File: config.mk
export PLATFORM = sky130hd
export DESIGN_NAME = scfb_readback
export DESIGN_NICKNAME = d
export VERILOG_FILES = /design/src/scfb_pkg.sv /design/src/scfb_chan_if.sv /design/src/scfb_tracker.sv /design/src/scfb_readback.sv
export VERILOG_INCLUDE_DIRS = /design/src
export SDC_FILE = /design/constraint.sdc
export NUM_CORES = 1
export LEC_CHECK = 0
export BUFFER_PORTS_ARGS = -buffer_cell sky130_fd_sc_hd__buf_2
export CAP_MARGIN = 15
export CORE_MARGIN = 2
export CORE_UTILIZATION = 38
export DETAILED_ROUTE_END_ITERATION = 10
export HOLD_SLACK_MARGIN = 0.08
export SLEW_MARGIN = 20
export SYNTH_ARGS = -nofsm -noshare
export SYNTH_HDL_FRONTEND = slang
export SYNTH_SLANG_ARGS = --single-unit
File: constraint.sdc
create_clock -name clk -period 2.9 [get_ports clk]
set_input_delay 0.435 -clock clk [delete_from_list [all_inputs] [get_ports clk]]
set_output_delay 0.435 -clock clk [all_outputs]
set_load 0.01 [all_outputs]
File: src/scfb_params.svh
// constants of the current feedback readback block
// assumes a 32-bit register word framed by the serial register port
// Notes on behaviour
// [RULE1] dither on: bits 15:8 hold last-cycle minimum
// [RULE2] dither off: minimum since the previous read
// [RULE3] minimum field reads zero on idle channel
// [RULE4] read reloads minimum with all ones
// [RULE5] bits 7:0 count switching periods per dither
// [RULE6] count reads zero when idle or undithered
// [RULE7] read clears the switching period count
// [RULE8] bits 23:16 hold maximum, cleared by read
// [RULE9] register is read-only; bit 31 reads zero
// [RULE10] bits 25:24 select channel one or two
// [RULE11] read side effects hit addressed channel, after latch
`ifndef SCFB_PARAMS_SVH
`define SCFB_PARAMS_SVH

// command word layout
`define SCFB_RW_BIT 31
`define SCFB_ADDR_HI 30
`define SCFB_ADDR_LO 27
`define SCFB_ADDR_FEEDBACK 4'h8
`define SCFB_CHAN_HI 25
`define SCFB_CHAN_LO 24
`define SCFB_SEL_ONE 2'h1
`define SCFB_SEL_TWO 2'h2

// answer field positions
`define SCFB_MAX_HI 23
`define SCFB_MAX_LO 16
`define SCFB_MIN_HI 15
`define SCFB_MIN_LO 8
`define SCFB_CNT_HI 7
`define SCFB_CNT_LO 0

// values after reset and after a read
`define SCFB_MIN_RELOAD 8'hFF
`define SCFB_MAX_CLEAR 8'h00
`define SCFB_CNT_CLEAR 8'h00

`endif

File: src/scfb_pkg.sv
// types of the current feedback readback block
// assumes scfb_params.svh supplies the numeric constants
`default_nettype none
package scfb_pkg;
	typedef logic [7:0] scfb_cur_t;
	typedef logic [31:0] scfb_word_t;
endpackage
`default_nettype wire

File: src/scfb_chan_if.sv
// per-channel link between the readback decoder and one tracker
// assumes both ends run on the same clock
`default_nettype none
interface scfb_chan_if;
	logic rd_clr;
	logic [7:0] min_q;
	logic [7:0] max_q;
	logic [7:0] cnt_q;
	modport tracker (input rd_clr, output min_q, output max_q, output cnt_q);
	modport ctrl (output rd_clr, input min_q, input max_q, input cnt_q);
endinterface
`default_nettype wire

File: src/scfb_tracker.sv
// min, max and switching-period capture for one channel
// assumes current samples are synchronous 8-bit codes, 1500/127 mA per count
`include "scfb_params.svh"
`default_nettype none
module scfb_tracker
	import scfb_pkg::*;
(
	// clock and reset
	input wire logic clk,
	input wire logic rst,
	input wire logic ce,
	// channel status
	input wire logic active,
	input wire logic dither_en,
	input wire logic sample_valid,
	input wire logic [7:0] sample_cur,
	input wire logic period_end,
	input wire logic dither_end,
	// decoder side
	scfb_chan_if.tracker bus
);
	scfb_cur_t min_acc_r, max_acc_r, cnt_acc_r;
	scfb_cur_t min_r, max_r, cnt_r;
	scfb_cur_t smin, smax, scnt;

	// running values including this cycle's sample
	always_comb begin
		smin = (sample_valid && sample_cur < min_acc_r) ? sample_cur : min_acc_r;
		smax = (sample_valid && sample_cur > max_acc_r) ? sample_cur : max_acc_r;
		scnt = (period_end && cnt_acc_r != 8'hFF) ? cnt_acc_r + 8'h01 : cnt_acc_r;
	end

	// accumulators over the running dither cycle
	always_ff @(posedge clk) begin
		if (rst || (ce && (!active || !dither_en || dither_end))) begin
			min_acc_r <= `SCFB_MIN_RELOAD;
			max_acc_r <= `SCFB_MAX_CLEAR;
			cnt_acc_r <= `SCFB_CNT_CLEAR;
		end else if (ce) begin
			min_acc_r <= smin;
			max_acc_r <= smax;
			cnt_acc_r <= scnt;
		end
	end

	// minimum capture; a new sample wins over a same-cycle read
	always_ff @(posedge clk) begin
		if (rst) begin
			min_r <= `SCFB_MIN_RELOAD;
		end else if (ce) begin
			if (dither_en && dither_end) begin
				min_r <= smin; // RULE1
			end else if (dither_en) begin
				if (bus.rd_clr)
					min_r <= `SCFB_MIN_RELOAD; // RULE4
			end else if (bus.rd_clr) begin
				min_r <= sample_valid ? sample_cur : `SCFB_MIN_RELOAD; // RULE4
			end else if (sample_valid && sample_cur < min_r) begin
				min_r <= sample_cur; // RULE2
			end
		end
	end

	// maximum capture
	always_ff @(posedge clk) begin
		if (rst) begin
			max_r <= `SCFB_MAX_CLEAR;
		end else if (ce) begin
			if (dither_en && dither_end) begin
				max_r <= smax; // RULE8
			end else if (dither_en) begin
				if (bus.rd_clr)
					max_r <= `SCFB_MAX_CLEAR; // RULE8
			end else if (bus.rd_clr) begin
				max_r <= sample_valid ? sample_cur : `SCFB_MAX_CLEAR;
			end else if (sample_valid && sample_cur > max_r) begin
				max_r <= sample_cur; // RULE8
			end
		end
	end

	// switching periods per dither cycle
	always_ff @(posedge clk) begin
		if (rst) begin
			cnt_r <= `SCFB_CNT_CLEAR;
		end else if (ce) begin
			if (!dither_en)
				cnt_r <= `SCFB_CNT_CLEAR; // RULE6
			else if (dither_end)
				cnt_r <= scnt; // RULE5
			else if (bus.rd_clr)
				cnt_r <= `SCFB_CNT_CLEAR; // RULE7
		end
	end

	// idle channel shows zero in every field
	assign bus.min_q = active ? min_r : 8'h00; // RULE3
	assign bus.max_q = active ? max_r : 8'h00;
	assign bus.cnt_q = (active && dither_en) ? cnt_r : 8'h00; // RULE6

	a_min_reload: assert property (@(posedge clk) disable iff (rst) // RULE4
		ce && bus.rd_clr && dither_en && !dither_end |=> min_r == `SCFB_MIN_RELOAD)
		else $error("minimum not reloaded after read");
	a_cnt_clear: assert property (@(posedge clk) disable iff (rst) // RULE7
		ce && bus.rd_clr && !dither_end |=> cnt_r == `SCFB_CNT_CLEAR)
		else $error("period count not cleared after read");
	a_nodither_min: assert property (@(posedge clk) disable iff (rst) // RULE2
		ce && !dither_en && !bus.rd_clr && sample_valid |=> min_r <= $past(sample_cur))
		else $error("undithered minimum missed a sample");
	a_cycle_capture: assert property (@(posedge clk) disable iff (rst) // RULE1
		ce && dither_en && dither_end |=> min_r == $past(smin) && cnt_r == $past(scnt))
		else $error("dither cycle capture wrong");
	a_max_clear: assert property (@(posedge clk) disable iff (rst) // RULE8
		ce && bus.rd_clr && dither_en && !dither_end |=> max_r == `SCFB_MAX_CLEAR)
		else $error("maximum not cleared after read");
	c_cycle_end: cover property (@(posedge clk) ce && dither_en && dither_end && scnt != 8'h00);
endmodule
`default_nettype wire

File: src/scfb_readback.sv
// feedback register readback for two solenoid channels
// assumes the serial port delivers whole 32-bit command words, one-cycle strobe
`include "scfb_params.svh"
`default_nettype none
module scfb_readback
	import scfb_pkg::*;
#(
	parameter int NCH = 2
) (
	// clock and reset
	input wire logic clk,
	input wire logic rst,
	input wire logic ce,
	// mode selects
	input wire logic cal_mode,
	input wire logic feedback_view_select,
	// per-channel status, index 0 is channel_one
	input wire logic [NCH-1:0] active,
	input wire logic [NCH-1:0] dither_en,
	input wire logic [NCH-1:0] sample_valid,
	input wire logic [NCH-1:0][7:0] sample_cur,
	input wire logic [NCH-1:0] period_end,
	input wire logic [NCH-1:0] dither_end,
	// register port
	input wire logic cmd_valid,
	input wire logic [31:0] cmd_word,
	output logic rsp_valid,
	output logic [31:0] rsp_word
);
	logic hit, view_ok;
	logic [1:0] chan_sel;
	logic [NCH-1:0] sel_vec;
	logic [NCH-1:0][7:0] min_v, max_v, cnt_v;
	scfb_word_t data_nxt;
	logic rsp_valid_r;
	scfb_word_t rsp_word_r;

	// command decode; a write bit is accepted but stores nothing
	assign hit = cmd_valid && (cmd_word[`SCFB_ADDR_HI:`SCFB_ADDR_LO] == `SCFB_ADDR_FEEDBACK);
	assign chan_sel = cmd_word[`SCFB_CHAN_HI:`SCFB_CHAN_LO];
	assign view_ok = !cal_mode && feedback_view_select;

	// one-hot channel pick from the selector code
	always_comb begin
		sel_vec = '0;
		if (chan_sel == `SCFB_SEL_ONE)
			sel_vec[0] = 1'b1; // RULE10
		else if (chan_sel == `SCFB_SEL_TWO)
			sel_vec[1] = 1'b1; // RULE10
	end

	// one tracker per channel
	for (genvar i = 0; i < NCH; i++) begin : g_ch
		scfb_chan_if cif ();
		scfb_tracker u_trk (
			.clk(clk),
			.rst(rst),
			.ce(ce),
			.active(active[i]),
			.dither_en(dither_en[i]),
			.sample_valid(sample_valid[i]),
			.sample_cur(sample_cur[i]),
			.period_end(period_end[i]),
			.dither_end(dither_end[i]),
			.bus(cif.tracker)
		);
		// side effects only for the addressed channel
		assign cif.rd_clr = ce && hit && view_ok && sel_vec[i]; // RULE11
		assign min_v[i] = cif.min_q;
		assign max_v[i] = cif.max_q;
		assign cnt_v[i] = cif.cnt_q;
	end

	// answer word assembly
	always_comb begin
		data_nxt = '0;
		data_nxt[`SCFB_CHAN_HI:`SCFB_CHAN_LO] = chan_sel; // RULE10
		data_nxt[`SCFB_ADDR_HI:`SCFB_ADDR_LO] = `SCFB_ADDR_FEEDBACK;
		data_nxt[`SCFB_RW_BIT] = 1'b0; // RULE9
		for (int k = 0; k < NCH; k++) begin
			if (sel_vec[k] && view_ok) begin
				data_nxt[`SCFB_MAX_HI:`SCFB_MAX_LO] = max_v[k]; // RULE8
				data_nxt[`SCFB_MIN_HI:`SCFB_MIN_LO] = min_v[k]; // RULE1
				data_nxt[`SCFB_CNT_HI:`SCFB_CNT_LO] = cnt_v[k]; // RULE5
			end
		end
	end

	// answer strobe, one cycle after the command
	always_ff @(posedge clk) begin
		if (rst)
			rsp_valid_r <= 1'b0;
		else if (ce)
			rsp_valid_r <= hit;
	end

	// answer data latched before the read side effects land
	always_ff @(posedge clk) begin
		if (rst)
			rsp_word_r <= '0;
		else if (ce && hit)
			rsp_word_r <= data_nxt; // RULE11
	end

	assign rsp_valid = rsp_valid_r;
	assign rsp_word = rsp_word_r;

	a_rsp_timing: assert property (@(posedge clk) disable iff (rst) // RULE9
		ce && hit |=> rsp_valid && !rsp_word[`SCFB_RW_BIT])
		else $error("answer missing or read/write flag set");
	a_chan_echo: assert property (@(posedge clk) disable iff (rst) // RULE10
		ce && hit |=> rsp_word[`SCFB_CHAN_HI:`SCFB_CHAN_LO] == $past(chan_sel))
		else $error("channel field not echoed");
	a_idle_min_zero: assert property (@(posedge clk) disable iff (rst) // RULE3
		ce && hit && view_ok && chan_sel == `SCFB_SEL_ONE && !active[0]
		|=> rsp_word[`SCFB_MIN_HI:`SCFB_MIN_LO] == 8'h00)
		else $error("idle channel minimum not zero");
	a_nodither_cnt: assert property (@(posedge clk) disable iff (rst) // RULE6
		ce && hit && chan_sel == `SCFB_SEL_TWO && !dither_en[1]
		|=> rsp_word[`SCFB_CNT_HI:`SCFB_CNT_LO] == 8'h00)
		else $error("undithered count not zero");
	a_pre_clear_data: assert property (@(posedge clk) disable iff (rst) // RULE11
		ce && hit && view_ok && chan_sel == `SCFB_SEL_ONE
		|=> rsp_word[`SCFB_MIN_HI:`SCFB_MIN_LO] == $past(min_v[0]))
		else $error("answer did not carry the pre-read minimum");
	a_other_untouched: assert property (@(posedge clk) disable iff (rst) // RULE11
		ce && hit && chan_sel == `SCFB_SEL_ONE |-> !g_ch[1].cif.rd_clr)
		else $error("read side effect hit the wrong channel");
	c_read_one: cover property (@(posedge clk) ce && hit && view_ok && sel_vec[0]);
	c_read_two: cover property (@(posedge clk) ce && hit && view_ok && sel_vec[1]);
	c_back_to_back: cover property (@(posedge clk) ce && hit ##1 ce && hit);
endmodule
`default_nettype wire

==> impl_metrics.toml, run 1 <==
[run_status]
result_of_the_run = "finished, final reports clean"

[synthesis]
postSynthCellCount = 863
synthFlopType = "dfxtp_1"
synth-seq-area-share_pct = 34.0
yosys_register_bits = 124
synth_edf_count = 0
postSynth.asyncResetShare_pct = 0
synth.cell_area_um2 = 7300
avgSynthCellArea_um2 = 8.46
warnings_from_yosys = 0
synth.lib_cells_used.distinct = 64

[finish]
postLayoutCoreUtil_pct = 45.2
layout.cells.most_common_list = "dfxtp_1, nor2_1, nand2_1, inv_1, buf_2"
fill_cells = 1890
drive_gt1_share_pct = 16.0
final_nets = 1055
syn2layout_area_growth_pct = 16.2
antenna_cells = 0
layout_commonest_cell = "dfxtp_1"

[worst_setup_path]
path_cells = "inv_1 > ha_1 > o21a_1 > o211ai_1 > a31o_2 > a21boi_0 > a221oi_1 > a211o_1"
criticalPathCategory = "reg -> reg"
timing.rr.start = "g_ch[1].u_trk.min_acc_r[5]$_SDFFE_PP1P_"
critical_path_peak_fanout = 8
r2r_slack_ns = 0.44
worst_r2r_path_depth = 8
reg2reg_to = "g_ch[1].u_trk.min_r[0]$_SDFFE_PP1P_"
cp-start-kind = "flip-flop"
crit_path_end_kind = "flip-flop"
required_worst_endpoint_ns = 3.21
crit_path_top_delay_cell = "a21boi_0"
cp_arrival_ns = 2.77
cpPeakStageDelay_ns = 0.68

[place]
buffer_ports.inserted = 65
routabilityCongestion = 0.819
detailedPlacementHpwl_mm = 13.9
pre_cts_slack_ns = 0.246

[global_routing]
initial_antenna_violation_count = 0
grt_util_all_layers_pct = 19.4
maximum_number_of_pins_on_one_net_before_global_route_repair = 27
grt_pass1_vias = 5880
globalRouteOverflowTotal = 0
grt_pass1_wl_mm = 30.8

[route]
routed.top_layer = "met4"
drc_violation_count_after_routing = 0
dr.first_iter.drc_count = 420
drt_pass1_iterations = 5
route.detailed.vias_per_inst = 5.36
postRouteWirelength_mm = 18.9
detailroute.wirelength.met2_mm = 8.27
routed-via-count = 6307
wirelength_met1_mm = 9.53
detail-route-antenna-nets = 0
routedWlPerCell_um = 16.1
dr_wl_met3_um = 788

[cts]
clk_latency_ns = 0.42
ctsRootBufferMaster = "clkbuf_16"
cts.repair.resized = 0
cts_tree = "built"
clkTransAtPathRegs_ns = 0.06
htreeDepth = 4
number_of_hold_repair_buffers_added_at_the_cts_stage = 0
cts_setup_buffers = 0
cts.sink_count = 124
cts.path.max_buffers = 2
cts-buffers-inserted = 17

[sta]
final_max_slew_viol_count = 0
fin_skew_ns = 0.00469
final_critical_path_setup_slack_ns = 0.438
hold_violations = 0
slew-limit-headroom_pct = 42.0
unrepaired_setup_endpoints_after_global_routing = "no"
peak_clock_frequency_supported_by_timing_mhz = 406
fin_hold_ws_ns = 0.340
finalCritPeriodShare_pct = 84.9
timing.final.setup_violations = 0
worstMarginPinSlew_ns = 0.862
finalCriticalPeriod_ns = 2.46
setup_tns_after_final_layout_ns = 0

[floorplanning]
design.portCount = 97
die-width_um = 143
fp.coreArea_um2 = 18800
start_util_pct = 38.9
die-area_um2 = 20300
chipHeight_um = 143
row_count = 50

[hold_path]
holdPathEnd = "rsp_word[25]$_SDFFE_PP0P_"
hold_wc_path_type = "in -> reg"
hold_path_startpoint = "cmd_word[25]"
hold_path_depth = 3

[pwr]
pwr_density_cell_nw_per_um2 = 544
ir_worst_vdd_v = 0.000419
p_leak_nw = 3.65
finalPower_w = 0.00461

[run]
maxCapViolations = 0
worst max-delay path by stage:
stage	from	to	slack [ns]	cells past startpoint
floorplan	sample_cur[0]	g_ch[0].u_trk.max_r[0]$_SDFFE_PP0P_	0.37	10
global placement	cmd_word[28]	g_ch[0].u_trk.min_r[2]$_SDFFE_PP1P_	0.26	7
detailed placement	sample_cur[12]	g_ch[1].u_trk.min_r[0]$_SDFFE_PP1P_	0.25	8
CTS	g_ch[1].u_trk.min_acc_r[5]$_SDFFE_PP1P_	g_ch[1].u_trk.min_r[0]$_SDFFE_PP1P_	0.47	8
global route	g_ch[1].u_trk.min_acc_r[5]$_SDFFE_PP1P_	g_ch[1].u_trk.min_r[0]$_SDFFE_PP1P_	0.22	8
finish	g_ch[1].u_trk.min_acc_r[5]$_SDFFE_PP1P_	g_ch[1].u_trk.min_r[0]$_SDFFE_PP1P_	0.44	8
logic make-up after synthesis:
| family | share of synthesized area [%] |
|---|---|
| simple gates | 16.5 |
| compound gates | 24.2 |
| flops | 34.0 |
| buf+inv | 6.90 |
| fa+ha+maj | 10.6 |
| mux | 5.23 |
| xor+xnor | 2.52 |
| other cells | 0.0513 |
worst max-delay path, delay by kind of cell, from the launching register on:
kind | cells | cell delay (ns)
fa+ha+maj | 1 | 0.29
compound gates | 6 | 1.66
buf+inv | 1 | 0.07
flops | 1 | 0.33
through the flow:
stage,instances,instance area (um^2)
after global placement,1144,7890
final,1176,8490
after detailed placement,1144,7890
after global routing,1176,8490
after CTS,1176,8490
after floorplan,867,7320
synth_stat cells (10+ instances only):
master    number  area, um^2
o21ai_0       30         150
nand4_1       12        75.1
nand2_1       89         334
dfxtp_1      124        2480
a211o_1       18         158
nor3_1        17        85.1
nor2_1       102         383
o211ai_1      18         135
inv_1         73         274
ha_1          62         776
a311oi_1      16         140
a22oi_1       24         180
mux2i_1       28         280
xor2_1        10        87.6
nand3_1       11        55.1
a211oi_1      27         203
xnor2_1       11        96.3
clkbuf_1      27         101
a21oi_1       33         165
flip-flops by register name (all words and copies together), names as in the netlist:
name and count:
rsp_word 27, g_ch.u_trk.cnt_acc_r 16, g_ch.u_trk.cnt_r 16, g_ch.u_trk.max_acc_r 16, g_ch.u_trk.max_r 16, g_ch.u_trk.min_acc_r 16
g_ch.u_trk.min_r 16, rsp_valid 1
layout make-up:
| cell class | instances | area [um^2] | share of cell area (%) |
|---|---|---|---|
| multi-input cells | 624 | 4330 | 51.0 |
| repair buffers | 89 | 505 | 5.96 |
| clock inverters | 12 | 145 | 1.71 |
| inverters | 73 | 274 | 3.23 |
| clock buffers | 20 | 457 | 5.38 |
| well taps | 234 | 293 | 3.45 |
| flip-flops and latches | 124 | 2480 | 29.2 |
power breakdown:
group / switching [W] / leakage [nW] / internal, W
Clock: 0.000789 / 0.288 / 0.00139
Sequential: 0.0000557 / 1.01 / 0.00177
Combinational: 0.000367 / 2.36 / 0.000245
Total: 0.00121 / 3.65 / 0.00340
metal layers:
| metal | global-route usage [%] | vias to the layer above |
|---|---|---|
| met4 | 6.04 | 0 |
| met3 | 3.86 | 22 |
| met1 | 27.4 | 2910 |
| met2 | 29.7 | 140 |
| met5 | 0 | - |
| li1 | - | 3235 |
No activity file was read; power rests on OpenSTA's default activity.
==> run 2: changes to the inputs <==
==> constraint.sdc (replaced) <==
create_clock -name clk -period 2 [get_ports clk]
set_input_delay 0.3 -clock clk [delete_from_list [all_inputs] [get_ports clk]]
set_output_delay 0.3 -clock clk [all_outputs]
set_load 0.01 [all_outputs]
==> impl_metrics.toml, run 2 (same netlist as run 1, synthesis figures left out) <==
[global_routing]
maximum_number_of_pins_on_one_net_before_global_route_repair = 31
grt_util_all_layers_pct = 21.1
initial_antenna_violation_count = 1
grt_pass1_vias = 6426
grt_pass1_wl_mm = 33.6
globalRouteOverflowTotal = 0

[place]
buffer_ports.inserted = 65
routabilityCongestion = 0.828
detailedPlacementHpwl_mm = 15.3
numPlacedInstances = 1242

[cts]
cts-buffers-inserted = 17
cts.path.max_buffers = 2
cts_tree = "built"
clkTransAtPathRegs_ns = 0.06
clk_latency_ns = 0.42
htreeDepth = 4
number_of_hold_repair_buffers_added_at_the_cts_stage = 0
ctsRootBufferMaster = "clkbuf_16"
cts.sink_count = 124

[sta]
final_max_slew_viol_count = 0
hold_violations = 0
final_critical_path_setup_slack_ns = -0.164
worstMarginPinSlew_ns = 0.577
slew-limit-headroom_pct = 61.6
setup_tns_after_final_layout_ns = -0.830
finalCritPeriodShare_pct = 108
timing.final.setup_violations = 15
peak_clock_frequency_supported_by_timing_mhz = 462
unrepaired_setup_endpoints_after_global_routing = "yes"
fin_skew_ns = 0.00872
finalCriticalPeriod_ns = 2.16

[route]
routed-via-count = 6778
dr.first_iter.drc_count = 432
drc_violation_count_after_routing = 0
detail-route-antenna-nets = 0
routedWlPerCell_um = 16.4
drt_pass1_iterations = 4
postRouteWirelength_mm = 21.0
route.detailed.vias_per_inst = 5.30

[pwr]
ir_worst_vdd_v = 0.000645
p_seq_share_pct = 39.7
p_leak_nw = 4.27
net-switching-power_w = 0.00185
pwr_density_cell_nw_per_um2 = 670
power.share.clock_pct = 41.5
sw_frac_of_total_pct = 27.8
cell_internal_pwr_w = 0.00482
combPwrFrac_pct = 18.8

[floorplanning]
start_util_pct = 38.9
chipHeight_um = 143
fp.coreArea_um2 = 18800
die-width_um = 143
design.portCount = 97
row_count = 50
die-area_um2 = 20300

[run_status]
failed_checks = "negative setup slack"
result_of_the_run = "finished with violations"

[worst_setup_path]
crit_path_top_delay_cell = "or3b_4"
path_cells = "inv_2 > ha_4 > nand4_1 > or3b_4 > a21oi_4 > nor2_4 > buf_4 > mux2_4 > a311oi_2"
required_worst_endpoint_ns = 2.32
cpPeakStageDelay_ns = 0.40
cp-start-kind = "flip-flop"
critical_path_peak_fanout = 6
r2r_slack_ns = -0.16
cp_arrival_ns = 2.49
criticalPathCategory = "reg -> reg"
crit_path_end_kind = "flip-flop"

[finish]
layout.cells.most_common_list = "buf_4, dfxtp_1, nor2_1, nand2_1, buf_2"
largest_register_ffs = 27
drive_gt1_share_pct = 33.8
multiInputGateArea_um2 = 5010
layout_commonest_cell = "buf_4"
seqCellArea_um2 = 2500
final_nets = 1160
post_layout_instance_count_excluding_filler_cells = 1280
syn2layout_area_growth_pct = 36.4
fill_cells = 1754

[run]
maxCapViolations = 0

[hold_path]
hold_wc_path_type = "in -> reg"
run 2: critical path, delay by kind of cell, from the launching register on:
kind	cells	cell delay, ns
multiplexers	1	0.30
AND/OR/NAND/NOR	3	0.59
flip-flops	1	0.34
adder cells (fa/ha/maj)	1	0.26
buffers and inverters	2	0.21
AO/OA/AOI/OAI	2	0.37
run 2: routing by layer:
layer | part of all wire (%) | vias to the layer above | GRT usage [%]
met1 | 48 | 3191 | 28.8
met4 | 1.4 | 0 | 5.32
li1 | - | 3462 | -
met3 | 3.1 | 20 | 3.86
met2 | 48 | 105 | 34.3
met5 | 0 | - | 0
run 2: power groups by stage:
stage | sequential, W | clock (W) | combinational (W)
floorplan | 0.00267 | 0 | 0.000650
global placement | 0.00269 | 0 | 0.00106
detailed placement | 0.00269 | 0 | 0.00107
CTS | 0.00264 | 0.00283 | 0.00117
global route | 0.00266 | 0.00293 | 0.00139
finish | 0.00265 | 0.00277 | 0.00126
run 2: final cells by class:
type | count | share of cell area, %
multi-input cells | 626 | 50.3
well taps | 234 | 2.94
inverters | 73 | 2.78
clock inverters | 10 | 0.779
clock buffers | 20 | 4.38
diodes | 1 | 0.0251
flip-flops and latches | 124 | 25.2
repair buffers | 192 | 13.6
run 2: stage by stage:
stage | hold slack [ns] | util [%] | cell area [um^2] | total power [W] | worst slack (ns)
5_1_grt | 0.234 | 53.1 | 9960 | 0.00698 | -0.220
3_5_place_dp | 0.450 | 46.6 | 8750 | 0.00377 | -0.443
3_3_place_gp | 0.441 | 46.6 | 8750 | 0.00375 | -0.394
2_1_floorplan | 0.425 | - | 7420 | 0.00332 | -0.0273
4_1_cts | 0.191 | 51.3 | 9630 | 0.00664 | -0.0811
6_report | 0.212 | 53.1 | 9960 | 0.00667 | -0.164
run 2: final timing paths:
kind	startpoint	to	depth (start not counted)
hold reg to reg	g_ch[0].u_trk.cnt_r[3]$_SDFFE_PP0P_	g_ch[0].u_trk.cnt_r[3]$_SDFFE_PP0P_	2
hold / removal	cmd_word[24]	rsp_word[24]$_SDFFE_PP0P_	3
setup reg to reg	g_ch[1].u_trk.max_acc_r[7]$_SDFFE_PP0P_	g_ch[1].u_trk.max_r[1]$_SDFFE_PP0P_	9
setup / recovery	g_ch[1].u_trk.max_acc_r[7]$_SDFFE_PP0P_	g_ch[1].u_trk.max_r[1]$_SDFFE_PP0P_	9
run 2: repair_timing:
item                                    CTS  global route
endpoints found under the setup margin   47            49
resized for setup                        78            56
setup buffers                             2             4
pin swaps                                23            45
endpoints found under the hold margin     0             0
gates cloned                              2             1
==> run 3: changes to the inputs <==
--- a/config.mk
+++ b/config.mk
@@ -12,6 +12,7 @@
 export CORE_UTILIZATION = 38
 export DETAILED_ROUTE_END_ITERATION = 10
 export HOLD_SLACK_MARGIN = 0.08
+export PLACE_DENSITY = 0.53
 export SLEW_MARGIN = 20
 export SYNTH_ARGS = -nofsm -noshare
 export SYNTH_HDL_FRONTEND = slang
==> constraint.sdc (replaced) <==
create_clock -name clk -period 2.58 [get_ports clk]
set_input_delay 0.387 -clock clk [delete_from_list [all_inputs] [get_ports clk]]
set_output_delay 0.387 -clock clk [all_outputs]
set_load 0.01 [all_outputs]
==> impl_metrics.toml, run 3 (same netlist as run 1, synthesis figures left out) <==
[run_status]
result_of_the_run = "finished, final reports clean"

[floorplanning]
fp.coreArea_um2 = 18800
start_util_pct = 38.9
die-width_um = 143
design.portCount = 97
die-area_um2 = 20300
row_count = 50
chipHeight_um = 143

[sta]
finalCritPeriodShare_pct = 92.4
finalCriticalPeriod_ns = 2.38
timing.final.setup_violations = 0
unrepaired_setup_endpoints_after_global_routing = "no"
setup_tns_after_final_layout_ns = 0
peak_clock_frequency_supported_by_timing_mhz = 420
slew-limit-headroom_pct = 49.4
hold_violations = 0
final_max_slew_viol_count = 0
worstMarginPinSlew_ns = 0.759
fin_skew_ns = 0.00857
fin_hold_ws_ns = 0.321

[place]
buffer_ports.inserted = 65
numPlacedInstances = 1174
routabilityCongestion = 0.787
detailedPlacementHpwl_mm = 14.9

[global_routing]
initial_antenna_violation_count = 0
maximum_number_of_pins_on_one_net_before_global_route_repair = 33
grt_pass1_wl_mm = 31.7
grt_util_all_layers_pct = 20.0
grt_pass1_vias = 5851
globalRouteOverflowTotal = 0

[cts]
clkTransAtPathRegs_ns = 0.06
cts.sink_count = 124
cts-buffers-inserted = 17
ctsRootBufferMaster = "clkbuf_16"
cts_setup_buffers = 0
cts_tree = "built"
cts.path.max_buffers = 2
clk_latency_ns = 0.41
htreeDepth = 4

[finish]
final_nets = 1085
largest_register_ffs = 27
post_layout_instance_count_excluding_filler_cells = 1205
layout.cells.most_common_list = "dfxtp_1, nor2_1, nand2_1, inv_1, buf_2"
fill_cells = 1900
antenna_cells = 0
drive_gt1_share_pct = 18.5
layout_commonest_cell = "dfxtp_1"
syn2layout_area_growth_pct = 19.0

[worst_setup_path]
cp_arrival_ns = 2.75
timing.rr.start = "g_ch[0].u_trk.min_acc_r[5]$_SDFFE_PP1P_"
crit_path_end_kind = "flip-flop"
critical_path_peak_fanout = 7
worst_r2r_path_depth = 9
cp-start-kind = "flip-flop"
worst_setup_path_startpoint = "g_ch[0].u_trk.min_acc_r[5]$_SDFFE_PP1P_"
criticalPathCategory = "reg -> reg"
required_worst_endpoint_ns = 2.94

[route]
dr.first_iter.drc_count = 413
drc_violation_count_after_routing = 0
route.detailed.vias_per_inst = 5.28
postRouteWirelength_mm = 19.8
drt_pass1_iterations = 4
routedWlPerCell_um = 16.4
routed-via-count = 6367
detail-route-antenna-nets = 0

[pwr]
pwr_density_cell_nw_per_um2 = 590
ir_worst_vdd_v = 0.000447
finalPower_w = 0.00513
p_leak_nw = 3.80

[hold_path]
hold_path_depth = 3
hold_path_startpoint = "cmd_word[25]"
hold_wc_path_type = "in -> reg"

[run]
maxCapViolations = 0
run 3: changes by cell type in the layout (fill, tap and decap cells not counted), sizes merged:
cell,change
o221a,-2
diode,-1
clkbuf,-1
bufinv,+1
clkinv,+1
buf,-73
run 3: power by group:
group          internal, W  leakage [nW]  switching, W
registers          0.00199          1.01     0.0000629
logic             0.000310          2.51      0.000430
clock network      0.00143         0.282      0.000898
run 3: stage by stage:
| step | instance area, um^2 | setup WS [ns] | utilization (%) |
|---|---|---|---|
| after floorplan | 7320 | 0.0934 | - |
| after global placement | 8120 | 0.0245 | 43.3 |
| after detailed placement | 8120 | 0.00897 | 43.3 |
| after CTS | 8690 | 0.143 | 46.3 |
| after global routing | 8690 | 0.00492 | 46.3 |
| final | 8690 | 0.196 | 46.3 |
run 3: critical path, cell delays in order (launching register included):
cell,delay [ns]
dfxtp_1,0.36
inv_1,0.06
ha_1,0.30
a2111oi_0,0.45
o21ai_1,0.16
a21boi_1,0.15
buf_4,0.16
nor3_1,0.05
a2111oi_1,0.50
a211o_1,0.16
run 3: cell type report:
class | count | area (um^2) | area share [%]
clock buffers | 19 | 443 | 5.09
clock inverters | 12 | 124 | 1.42
inverters | 73 | 274 | 3.15
multi-input cells | 624 | 4330 | 49.9
flip-flops and latches | 124 | 2480 | 28.6
well taps | 234 | 293 | 3.37
repair buffers | 119 | 743 | 8.55
run 3: what timing repair did:
item,CTS,global route
resized for setup,0,2
hold buffers,0,0
endpoints found under the setup margin,0,5
run 3: worst paths after layout:
path,to,slack [ns]
min reg2reg,g_ch[0].u_trk.cnt_r[1]$_SDFFE_PP0P_,0.45
max reg2reg,g_ch[0].u_trk.min_r[4]$_SDFFE_PP1P_,0.20
min,rsp_word[25]$_SDFFE_PP0P_,0.32
max,g_ch[0].u_trk.min_r[4]$_SDFFE_PP1P_,0.20
run 3: routing by layer:
| metal | global-route usage (%) | part of all wire [%] | vias to the layer above |
|---|---|---|---|
| li1 | - | - | 3300 |
| met1 | 29.1 | 52 | 2930 |
| met2 | 30.7 | 43 | 121 |
| met3 | 3.69 | 3.6 | 16 |
| met4 | 4.48 | 1.1 | 0 |
| met5 | 0 | 0 | - |
